File: src/bto_pkg.sv
// shared constants, types and helpers of the bridge transaction ordering block
package bto_pkg;

  ////////////////////////////////////////////////////////////////////////////
  // bus command codes
  localparam logic [3:0] CMD_IO_RD   = 4'h2;
  localparam logic [3:0] CMD_IO_WR   = 4'h3;
  localparam logic [3:0] CMD_MEM_RD  = 4'h6;
  localparam logic [3:0] CMD_MEM_WR  = 4'h7;
  localparam logic [3:0] CMD_CFG_RD  = 4'hA;
  localparam logic [3:0] CMD_CFG_WR  = 4'hB;
  localparam logic [3:0] CMD_MEM_RDM = 4'hC;
  localparam logic [3:0] CMD_MEM_RDL = 4'hE;
  localparam logic [3:0] CMD_MEM_WI  = 4'hF;

  ////////////////////////////////////////////////////////////////////////////
  // sizes
  localparam int PW_DEPTH_DEF = 8;
  localparam int DT_DEPTH_DEF = 4;
  localparam int SEQ_W        = 16;

  ////////////////////////////////////////////////////////////////////////////
  // enumerations
  typedef enum logic [1:0] {
    RESP_NONE   = 2'b00,
    RESP_ACCEPT = 2'b01,
    RESP_RETRY  = 2'b10,
    RESP_DONE   = 2'b11
  } bto_resp_e;

  typedef enum logic [1:0] {
    SLOT_FREE = 2'b00,
    SLOT_WAIT = 2'b01,
    SLOT_BUSY = 2'b10,
    SLOT_DONE = 2'b11
  } bto_slot_e;

  typedef enum logic [1:0] {
    TGT_IDLE = 2'b00,
    TGT_PW   = 2'b01,
    TGT_DT   = 2'b10
  } bto_tgt_e;

  ////////////////////////////////////////////////////////////////////////////
  // carriers
  typedef struct packed {
    logic [3:0]  cmd;
    logic [31:0] addr;
    logic [31:0] data;
    logic [3:0]  be;
    logic        apar;
    logic        dpar;
  } bto_txn_s;

  typedef struct packed {
    logic     valid;
    bto_txn_s txn;
  } bto_req_s;

  typedef struct packed {
    bto_resp_e   code;
    logic [31:0] rdata;
    logic        rpar;
  } bto_resp_s;

  typedef struct packed {
    logic        valid;
    logic        retry;
    logic [31:0] rdata;
    logic        rpar;
  } bto_ack_s;

  ////////////////////////////////////////////////////////////////////////////
  // helpers
  function automatic logic cmd_is_posted(input logic [3:0] cmd);
    return (cmd == CMD_MEM_WR) || (cmd == CMD_MEM_WI);
  endfunction : cmd_is_posted

  function automatic logic cmd_is_dwrite(input logic [3:0] cmd);
    return (cmd == CMD_IO_WR) || (cmd == CMD_CFG_WR);
  endfunction : cmd_is_dwrite

  function automatic logic cmd_is_read(input logic [3:0] cmd);
    return (cmd == CMD_IO_RD) || (cmd == CMD_MEM_RD) || (cmd == CMD_CFG_RD) ||
           (cmd == CMD_MEM_RDM) || (cmd == CMD_MEM_RDL);
  endfunction : cmd_is_read

  // true once the done count has caught up with a captured enqueue count
  function automatic logic seq_reached(input logic [SEQ_W-1:0] done,
                                       input logic [SEQ_W-1:0] tag);
    logic [SEQ_W-1:0] diff;
    diff = done - tag;
    return !diff[SEQ_W-1];
  endfunction : seq_reached

endpackage : bto_pkg

File: src/bto_mem.sv
// small memory with registered read data
`timescale 1ns/1ps
module bto_mem #(
  parameter int W = 74,
  parameter int D = 8
) (
  // clock and reset
  input  wire logic                 clk_in,
  input  wire logic                 arst_n_in,
  // write side
  input  wire logic                 wr_en_in,
  input  wire logic [$clog2(D)-1:0] wr_addr_in,
  input  wire logic [W-1:0]         wr_data_in,
  // read side
  input  wire logic [$clog2(D)-1:0] rd_addr_in,
  output logic      [W-1:0]         rd_data_out
);

  logic [W-1:0] mem [D];

  always_ff @(posedge clk_in) begin
    if (wr_en_in) begin
      mem[wr_addr_in] <= wr_data_in;
    end
  end

  always_ff @(posedge clk_in or negedge arst_n_in) begin
    if (!arst_n_in) begin
      rd_data_out <= '0;
    end else begin
      rd_data_out <= mem[rd_addr_in];
    end
  end

endmodule : bto_mem

File: src/bto_path.sv
// one direction of the bridge: posted write queue, delayed transaction queue, target arbiter
`timescale 1ns/1ps
module bto_path #(
  parameter int PW_DEPTH = bto_pkg::PW_DEPTH_DEF,
  parameter int DT_DEPTH = bto_pkg::DT_DEPTH_DEF
) (
  // clock and reset
  input  wire logic                        clk_in,
  input  wire logic                        arst_n_in,
  // initiator bus side
  input  wire bto_pkg::bto_req_s           init_req_in,
  output bto_pkg::bto_resp_s               init_resp_out,
  // target bus side
  output bto_pkg::bto_req_s                tgt_req_out,
  input  wire bto_pkg::bto_ack_s           tgt_ack_in,
  // posted write progress of this direction
  output logic [bto_pkg::SEQ_W-1:0]        pw_enq_cnt_out,
  output logic [bto_pkg::SEQ_W-1:0]        pw_done_cnt_out,
  // posted write progress of the reverse direction
  input  wire logic [bto_pkg::SEQ_W-1:0]   rev_pw_enq_cnt_in,
  input  wire logic [bto_pkg::SEQ_W-1:0]   rev_pw_done_cnt_in
);

  localparam int PW_AW = $clog2(PW_DEPTH);
  localparam int DT_IW = (DT_DEPTH > 1) ? $clog2(DT_DEPTH) : 1;
  localparam int TXN_W = $bits(bto_pkg::bto_txn_s);
  localparam logic [PW_AW:0] PW_FULL = PW_AW'(0) + (PW_AW+1)'(PW_DEPTH);

  generate
    if ((PW_DEPTH < 2) || ((PW_DEPTH & (PW_DEPTH - 1)) != 0)) begin : g_bad_pw
      $error("posted write depth must be a power of two of at least two");
    end
    if ((DT_DEPTH < 1) || (DT_DEPTH > 16)) begin : g_bad_dt
      $error("delayed queue depth must lie between one and sixteen");
    end
  endgenerate

  ////////////////////////////////////////////////////////////////////////////
  // state
  logic [PW_AW-1:0]          pw_wr_ptr;
  logic [PW_AW-1:0]          pw_rd_ptr;
  logic [PW_AW:0]            pw_cnt;
  logic                      pw_seen;
  logic [bto_pkg::SEQ_W-1:0] pw_enq_cnt;
  logic [bto_pkg::SEQ_W-1:0] pw_done_cnt;
  logic [TXN_W-1:0]          pw_head;

  bto_pkg::bto_slot_e        slot_state [DT_DEPTH];
  bto_pkg::bto_txn_s         slot_txn   [DT_DEPTH];
  logic [bto_pkg::SEQ_W-1:0] slot_tag   [DT_DEPTH];
  logic [bto_pkg::SEQ_W-1:0] slot_rtag  [DT_DEPTH];
  logic [31:0]               slot_rdata [DT_DEPTH];
  logic                      slot_rpar  [DT_DEPTH];

  bto_pkg::bto_tgt_e         tgt_state;
  logic [DT_IW-1:0]          tgt_slot;
  logic                      last_pw;

  ////////////////////////////////////////////////////////////////////////////
  // ingress classification and delayed queue search
  logic             req_posted;
  logic             req_delayed;
  logic             pw_push;
  logic             hit;
  logic [DT_IW-1:0] hit_idx;
  logic             free_any;
  logic [DT_IW-1:0] free_idx;
  logic             elig_any;
  logic [DT_IW-1:0] elig_idx;
  logic             hit_ready;

  assign req_posted  = init_req_in.valid && bto_pkg::cmd_is_posted(init_req_in.txn.cmd);
  assign req_delayed = init_req_in.valid &&
                       (bto_pkg::cmd_is_dwrite(init_req_in.txn.cmd) ||
                        bto_pkg::cmd_is_read(init_req_in.txn.cmd));
  // only fullness can refuse a posted write, never the delayed queue
  assign pw_push     = req_posted && (pw_cnt != PW_FULL);

  // a repeat must match command, address and byte enables; delayed write data must match too
  function automatic logic txn_match(input bto_pkg::bto_txn_s a, input bto_pkg::bto_txn_s b);
    logic same;
    same = (a.cmd == b.cmd) && (a.addr == b.addr) && (a.be == b.be);
    if (bto_pkg::cmd_is_dwrite(a.cmd)) begin
      same = same && (a.data == b.data);
    end
    return same;
  endfunction : txn_match

  always_comb begin
    hit      = 1'b0;
    hit_idx  = '0;
    free_any = 1'b0;
    free_idx = '0;
    elig_any = 1'b0;
    elig_idx = '0;
    for (int i = DT_DEPTH - 1; i >= 0; i--) begin
      if (slot_state[i] != bto_pkg::SLOT_FREE && txn_match(slot_txn[i], init_req_in.txn)) begin
        hit     = 1'b1;
        hit_idx = DT_IW'(i);
      end
      if (slot_state[i] == bto_pkg::SLOT_FREE) begin
        free_any = 1'b1;
        free_idx = DT_IW'(i);
      end
      // delayed requests wait behind earlier posted writes
      if (slot_state[i] == bto_pkg::SLOT_WAIT &&
          bto_pkg::seq_reached(pw_done_cnt, slot_tag[i])) begin
        elig_any = 1'b1;
        elig_idx = DT_IW'(i);
      end
    end
  end

  // read data released only after reverse posted writes ahead of it; writes pass freely
  assign hit_ready = hit && slot_state[hit_idx] == bto_pkg::SLOT_DONE &&
                     (bto_pkg::cmd_is_dwrite(slot_txn[hit_idx].cmd) ||
                      bto_pkg::seq_reached(rev_pw_done_cnt_in, slot_rtag[hit_idx]));

  ////////////////////////////////////////////////////////////////////////////
  // target side arbitration
  logic pw_ready;
  logic grant_pw;
  logic grant_dt;
  logic ack_ok;
  logic pw_pop;

  assign pw_ready = (pw_cnt != '0) && pw_seen;
  // alternate when both queues have work, so each gets regular turns
  assign grant_pw = (tgt_state == bto_pkg::TGT_IDLE) && pw_ready &&
                    (!elig_any || !last_pw);
  assign grant_dt = (tgt_state == bto_pkg::TGT_IDLE) && elig_any && !grant_pw;
  // a target retry fixes no order; only a real end does
  assign ack_ok   = tgt_ack_in.valid && !tgt_ack_in.retry;
  assign pw_pop   = ack_ok && (tgt_state == bto_pkg::TGT_PW);

  ////////////////////////////////////////////////////////////////////////////
  // posted write queue
  bto_mem #(
    .W (TXN_W),
    .D (PW_DEPTH)
  ) u_pw_mem (
    .clk_in      (clk_in),
    .arst_n_in   (arst_n_in),
    .wr_en_in    (pw_push),
    .wr_addr_in  (pw_wr_ptr),
    .wr_data_in  (init_req_in.txn),
    .rd_addr_in  (pw_rd_ptr),
    .rd_data_out (pw_head)
  );

  // every accepted write gets its own entry and leaves unchanged, in order
  always_ff @(posedge clk_in or negedge arst_n_in) begin
    if (!arst_n_in) begin
      pw_wr_ptr  <= '0;
      pw_enq_cnt <= '0;
    end else if (pw_push) begin
      pw_wr_ptr  <= pw_wr_ptr + PW_AW'(1);
      pw_enq_cnt <= pw_enq_cnt + bto_pkg::SEQ_W'(1);
    end
  end

  always_ff @(posedge clk_in or negedge arst_n_in) begin
    if (!arst_n_in) begin
      pw_rd_ptr   <= '0;
      pw_done_cnt <= '0;
    end else if (pw_pop) begin
      pw_rd_ptr   <= pw_rd_ptr + PW_AW'(1);
      pw_done_cnt <= pw_done_cnt + bto_pkg::SEQ_W'(1);
    end
  end

  // head data is valid one cycle after the read pointer settles
  always_ff @(posedge clk_in or negedge arst_n_in) begin
    if (!arst_n_in) begin
      pw_cnt  <= '0;
      pw_seen <= 1'b0;
    end else begin
      pw_cnt  <= pw_cnt + (PW_AW+1)'(pw_push) - (PW_AW+1)'(pw_pop);
      pw_seen <= (pw_cnt != '0) && !pw_pop;
    end
  end

  ////////////////////////////////////////////////////////////////////////////
  // delayed transaction queue
  always_ff @(posedge clk_in or negedge arst_n_in) begin
    if (!arst_n_in) begin
      for (int i = 0; i < DT_DEPTH; i++) begin
        slot_state[i] <= bto_pkg::SLOT_FREE;
      end
    end else begin
      if (req_delayed && !hit && free_any) begin
        slot_state[free_idx] <= bto_pkg::SLOT_WAIT;
      end
      if (req_delayed && hit_ready) begin
        slot_state[hit_idx] <= bto_pkg::SLOT_FREE;
      end
      if (grant_dt) begin
        slot_state[elig_idx] <= bto_pkg::SLOT_BUSY;
      end
      if (tgt_ack_in.valid && tgt_state == bto_pkg::TGT_DT) begin
        if (tgt_ack_in.retry) begin
          slot_state[tgt_slot] <= bto_pkg::SLOT_WAIT;
        end else begin
          slot_state[tgt_slot] <= bto_pkg::SLOT_DONE;
        end
      end
    end
  end

  // capture every field of the request, including parity
  always_ff @(posedge clk_in or negedge arst_n_in) begin
    if (!arst_n_in) begin
      for (int i = 0; i < DT_DEPTH; i++) begin
        slot_txn[i] <= '0;
        slot_tag[i] <= '0;
      end
    end else if (req_delayed && !hit && free_any) begin
      slot_txn[free_idx] <= init_req_in.txn;
      slot_tag[free_idx] <= pw_enq_cnt;
    end
  end

  // hold the response or read data for the initiator's repeat
  always_ff @(posedge clk_in or negedge arst_n_in) begin
    if (!arst_n_in) begin
      for (int i = 0; i < DT_DEPTH; i++) begin
        slot_rdata[i] <= '0;
        slot_rpar[i]  <= 1'b0;
        slot_rtag[i]  <= '0;
      end
    end else if (tgt_ack_in.valid && !tgt_ack_in.retry && tgt_state == bto_pkg::TGT_DT) begin
      slot_rdata[tgt_slot] <= tgt_ack_in.rdata;
      slot_rpar[tgt_slot]  <= tgt_ack_in.rpar;
      slot_rtag[tgt_slot]  <= rev_pw_enq_cnt_in;
    end
  end

  ////////////////////////////////////////////////////////////////////////////
  // initiator answer
  always_ff @(posedge clk_in or negedge arst_n_in) begin
    if (!arst_n_in) begin
      init_resp_out <= '{code: bto_pkg::RESP_NONE, rdata: 32'h0, rpar: 1'b0};
    end else begin
      init_resp_out.code  <= bto_pkg::RESP_NONE;
      init_resp_out.rdata <= 32'h0;
      init_resp_out.rpar  <= 1'b0;
      if (req_posted) begin
        init_resp_out.code <= pw_push ? bto_pkg::RESP_ACCEPT : bto_pkg::RESP_RETRY;
      end else if (req_delayed) begin
        if (hit_ready) begin
          init_resp_out.code  <= bto_pkg::RESP_DONE;
          init_resp_out.rdata <= slot_rdata[hit_idx];
          init_resp_out.rpar  <= slot_rpar[hit_idx];
        end else begin
          init_resp_out.code <= bto_pkg::RESP_RETRY;
        end
      end
    end
  end

  ////////////////////////////////////////////////////////////////////////////
  // remember which queue went last so that both get turns
  always_ff @(posedge clk_in or negedge arst_n_in) begin
    if (!arst_n_in) begin
      last_pw <= 1'b0;
    end else if (grant_pw) begin
      last_pw <= 1'b1;
    end else if (grant_dt) begin
      last_pw <= 1'b0;
    end
  end

  // target bus master
  always_ff @(posedge clk_in or negedge arst_n_in) begin
    if (!arst_n_in) begin
      tgt_state   <= bto_pkg::TGT_IDLE;
      tgt_slot    <= '0;
      tgt_req_out <= '0;
    end else begin
      case (tgt_state)
        bto_pkg::TGT_IDLE: begin
          if (grant_pw) begin
            tgt_state   <= bto_pkg::TGT_PW;
            tgt_req_out <= {1'b1, pw_head};
          end else if (grant_dt) begin
            tgt_state   <= bto_pkg::TGT_DT;
            tgt_slot    <= elig_idx;
            tgt_req_out <= {1'b1, slot_txn[elig_idx]};
          end
        end
        bto_pkg::TGT_PW, bto_pkg::TGT_DT: begin
          if (tgt_ack_in.valid) begin
            tgt_state         <= bto_pkg::TGT_IDLE;
            tgt_req_out.valid <= 1'b0;
          end
        end
        default: begin
          tgt_state   <= bto_pkg::TGT_IDLE;
          tgt_req_out <= '0;
        end
      endcase
    end
  end

  // each direction counts only its own writes, independent of the other
  assign pw_enq_cnt_out  = pw_enq_cnt;
  assign pw_done_cnt_out = pw_done_cnt;

endmodule : bto_path

File: config.mk
export PLATFORM = sky130hd
export DESIGN_NAME = bto_path
export DESIGN_NICKNAME = d
export VERILOG_FILES = /design/src/bto_pkg.sv /design/src/bto_mem.sv /design/src/bto_path.sv
export SDC_FILE = /design/constraint.sdc
export NUM_CORES = 2
export LEC_CHECK = 0
export BUFFER_PORTS_ARGS = -buffer_cell sky130_fd_sc_hd__buf_4
export CAP_MARGIN = 20
export CORE_ASPECT_RATIO = 1.4
export CORE_MARGIN = 2
export CORE_UTILIZATION = 45
export DETAILED_ROUTE_END_ITERATION = 16
export PLACE_DENSITY = 0.72
export SYNTH_ARGS = -nofsm -noshare
export SYNTH_HDL_FRONTEND = slang
export SYNTH_HIERARCHICAL = 1
export SYNTH_SLANG_ARGS = --single-unit
File: constraint.sdc
create_clock -name clk_in -period 9.6 [get_ports clk_in]
set_clock_uncertainty 0.1 [all_clocks]
set_input_delay 1.92 -clock clk_in [delete_from_list [all_inputs] [get_ports clk_in]]
set_output_delay 1.92 -clock clk_in [all_outputs]
set_load 0.005 [all_outputs]
==> reports/results.ini <==
[yosys]
synth_edf_count=592
ys_types=73
syn_area_sq_um=60170
async_reset_ff_share_pct=57.35
yosys-top-cells-area=dfrtp_1, edfxtp_1, mux2_2, mux4_2, xnor2_1
synth-seq-cells=1388
yosys.area.top_type=dfrtp_1
synthCells=4035
yosysSeqAreaShare_pct=62.65
yosysTopAreaCellShare_pct=33.10
ys_warn_count=6
syn_nets=4263
synth.avg_cell_area_sq_um=14.91
yosys_most_used_dff=dfrtp_1

[clock_network]
cts_made_buffers=134
cts-root-buf=clkbuf_16
clk_pin_slew_ps=60
clock_latency_ps=790
clock-sinks=1388
cts_setup_buffers=0
htreeDepth=4
post_cts_resized=0
cts_tree=built
clockBufferDepth=3
ctsHoldBuffers=0

[worst_setup_path]
path_cells=buf_4 > xnor2_1 > nand4_1 > nor4_1 > a21o_1 > nand3_1 > nor3_2 > buf_4 > a222oi_1 > a21boi_0 > ha_1 > a21o_1 > a21o_1 > a21oi_1 > nor2b_1 > o2111ai_1 > nand2_1 > o211ai_1 > a21oi_1 > nor3_4 > buf_12 > nor2_1 > a31oi_1
reg2reg_from=slot_txn[27]
crit_required_ps=10190
path_common_cell=a21o_1
critical_path_class=in -> reg
rr_worst_depth=22
cp_slowest_stage_delay_ps=880
crit_path_max_fanout=38
crit_slowest_cell=nor4_1
worst_setup_path_start_kind=input pin
cpLargestDelayFamily=simple AND/OR/NAND/NOR gates
crit_start=init_req_in[27]
crit_buf_inv=3
end_kind=flip-flop
r2r_end=slot_state[0]
critical_path_arrival_ps=7760
reg2reg_slack_ps=3370

[global_route]
first_global_vias=36868
track_usage_pct=23.89
antenna_found_initial=15
grt_pass1_wl_um=244100
grt_max_degree=187
grt_overflow=0

[sta]
rsz0062_at_grt=no
maxSlewViolCount=0
setup_viol=0
slew_headroom_pct=21.18
min_period_ps=7172
post-route-period-util_pct=74.71
tightestPinTransition_ps=1152
fin_tns_setup_ps=0
fin_hold_ws_ps=376.8
hold_viol=0
fmax_mhz=139.4

[layout]
layout_common_cells=dfrtp_1, mux2_2, edfxtp_1
layoutNonFillerInstCount=6127
final_common_cell=dfrtp_1
drive_above_1_share_pct=30.55
synthToLayoutAreaGrowth_pct=13.99
nets=4479
fill_cells=10879

[drt]
via_count=36727
routedWlPerCell_um=26.79
first_iter_violations=3338
routed_wl_um=164100
met1Wirelength_um=66570
ant_nets=0
drt_first_pass_iters=6
drc=0
dr_wl_met3_um=11160
via_per_inst=5.994
top_layer_used=met5
wl_met2_um=79470

[floorplan]
core_sq_um=132700
start_util_pct=45.36
rows=158
die_y_um=436.7
die_w_um=313.1
boundaryPins=286
dieArea_sq_um=136700

[pwr]
p_leak_uw=0.02759
peakVddDrop_uv=177.4
finalPower_uw=19340
powerDensity_nw_per_um2=281.9

[hold_path]
hp-class=reg -> reg
worstHoldEndpoint=tgt_req_out[8]
hold_depth=1
hold_start=u_pw_mem/rd_data_out[8]

[placement]
io_buffers=285
gp_congestion=0.9852
hpwl_um=104900
placed_cells=5873

[flow_run]
cap_viol_max_count=0

[outcome]
status=finished clean

-- worst max path at each step --
stage / to / slack, ps / cells past startpoint
6_report: slot_state[0] / 2430 / 23
5_1_grt: slot_state[1] / 2250 / 23
4_1_cts: slot_state[0] / 2560 / 23
3_5_place_dp: slot_state[1] / 1760 / 23
3_3_place_gp: slot_state[0] / 1770 / 23
2_1_floorplan: u_pw_mem/mem[0][0] / 770 / 6
-- routing by layer --
layer,track usage (%),vias up
met1,31.29,19339
met5,0,-
met2,38.56,1363
met4,9.971,18
met3,5.214,331
li1,-,15676
-- power breakdown --
part           total, uW  switching, uW  internal (uW)
combinational       5430           2860           2570
sequential          8560           1130           7440
clock               5340           2340           3010
-- stage by stage --
step           area (sq um)  utilization [%]  worst slack, ps
2_1_floorplan         60170                -            772.4
3_3_place_gp          64110            48.33             1774
3_5_place_dp          64120            48.34             1765
4_1_cts               68560            51.69             2560
5_1_grt               68590            51.71             2247
6_report              68590            51.71             2428
-- cell usage after synthesis (all sizes together), types with 74 or more instances --
cell type / number
nand2: 111
dfrtp: 796
a2111oi: 74
xnor2: 226
ha: 83
mux4: 148
edfxtp: 592
mux2: 599
nand4: 98
xor2: 101
o22ai: 85
inv: 171
nor2: 131
clkbuf: 214
-- state kept, by name, summed over array words and instances, names as in the netlist, 4 cells and up --
| register | count |
|---|---|
| u_pw_mem/mem | 592 |
| slot_rdata | 128 |
| pw_cnt | 4 |
| u_pw_mem/rd_data_out | 74 |
| init_resp_out | 35 |
| pw_enq_cnt_out | 16 |
| slot_txn | 296 |
| slot_rpar | 4 |
| slot_state | 8 |
| slot_tag | 64 |
| slot_rtag | 64 |
| pw_done_cnt_out | 16 |
| tgt_req_out | 75 |
-- cell families after synthesis --
group           after synthesis  synth area share, %
flops                      1388                62.65
mux                         750                16.80
fa+ha+maj                    84                1.759
buf+inv                     438                2.969
compound gates              519                6.508
xor+xnor                    327                4.760
simple gates                529                4.558
-- area by class of cell --
type	instances	area [sq um]	share of cell area [%]
Antenna cell	4	10.01	0.01459
Clock buffer	179	3686	5.374
Clock inverter	69	758.2	1.105
Inverter	171	641.9	0.9358
Multi-Input combinational cell	2209	20900	30.47
Sequential cell	1388	37710	54.98
Tap cell	1760	2202	3.211
Timing Repair Buffer	347	2684	3.913
(Power assumes the default switching activity.)
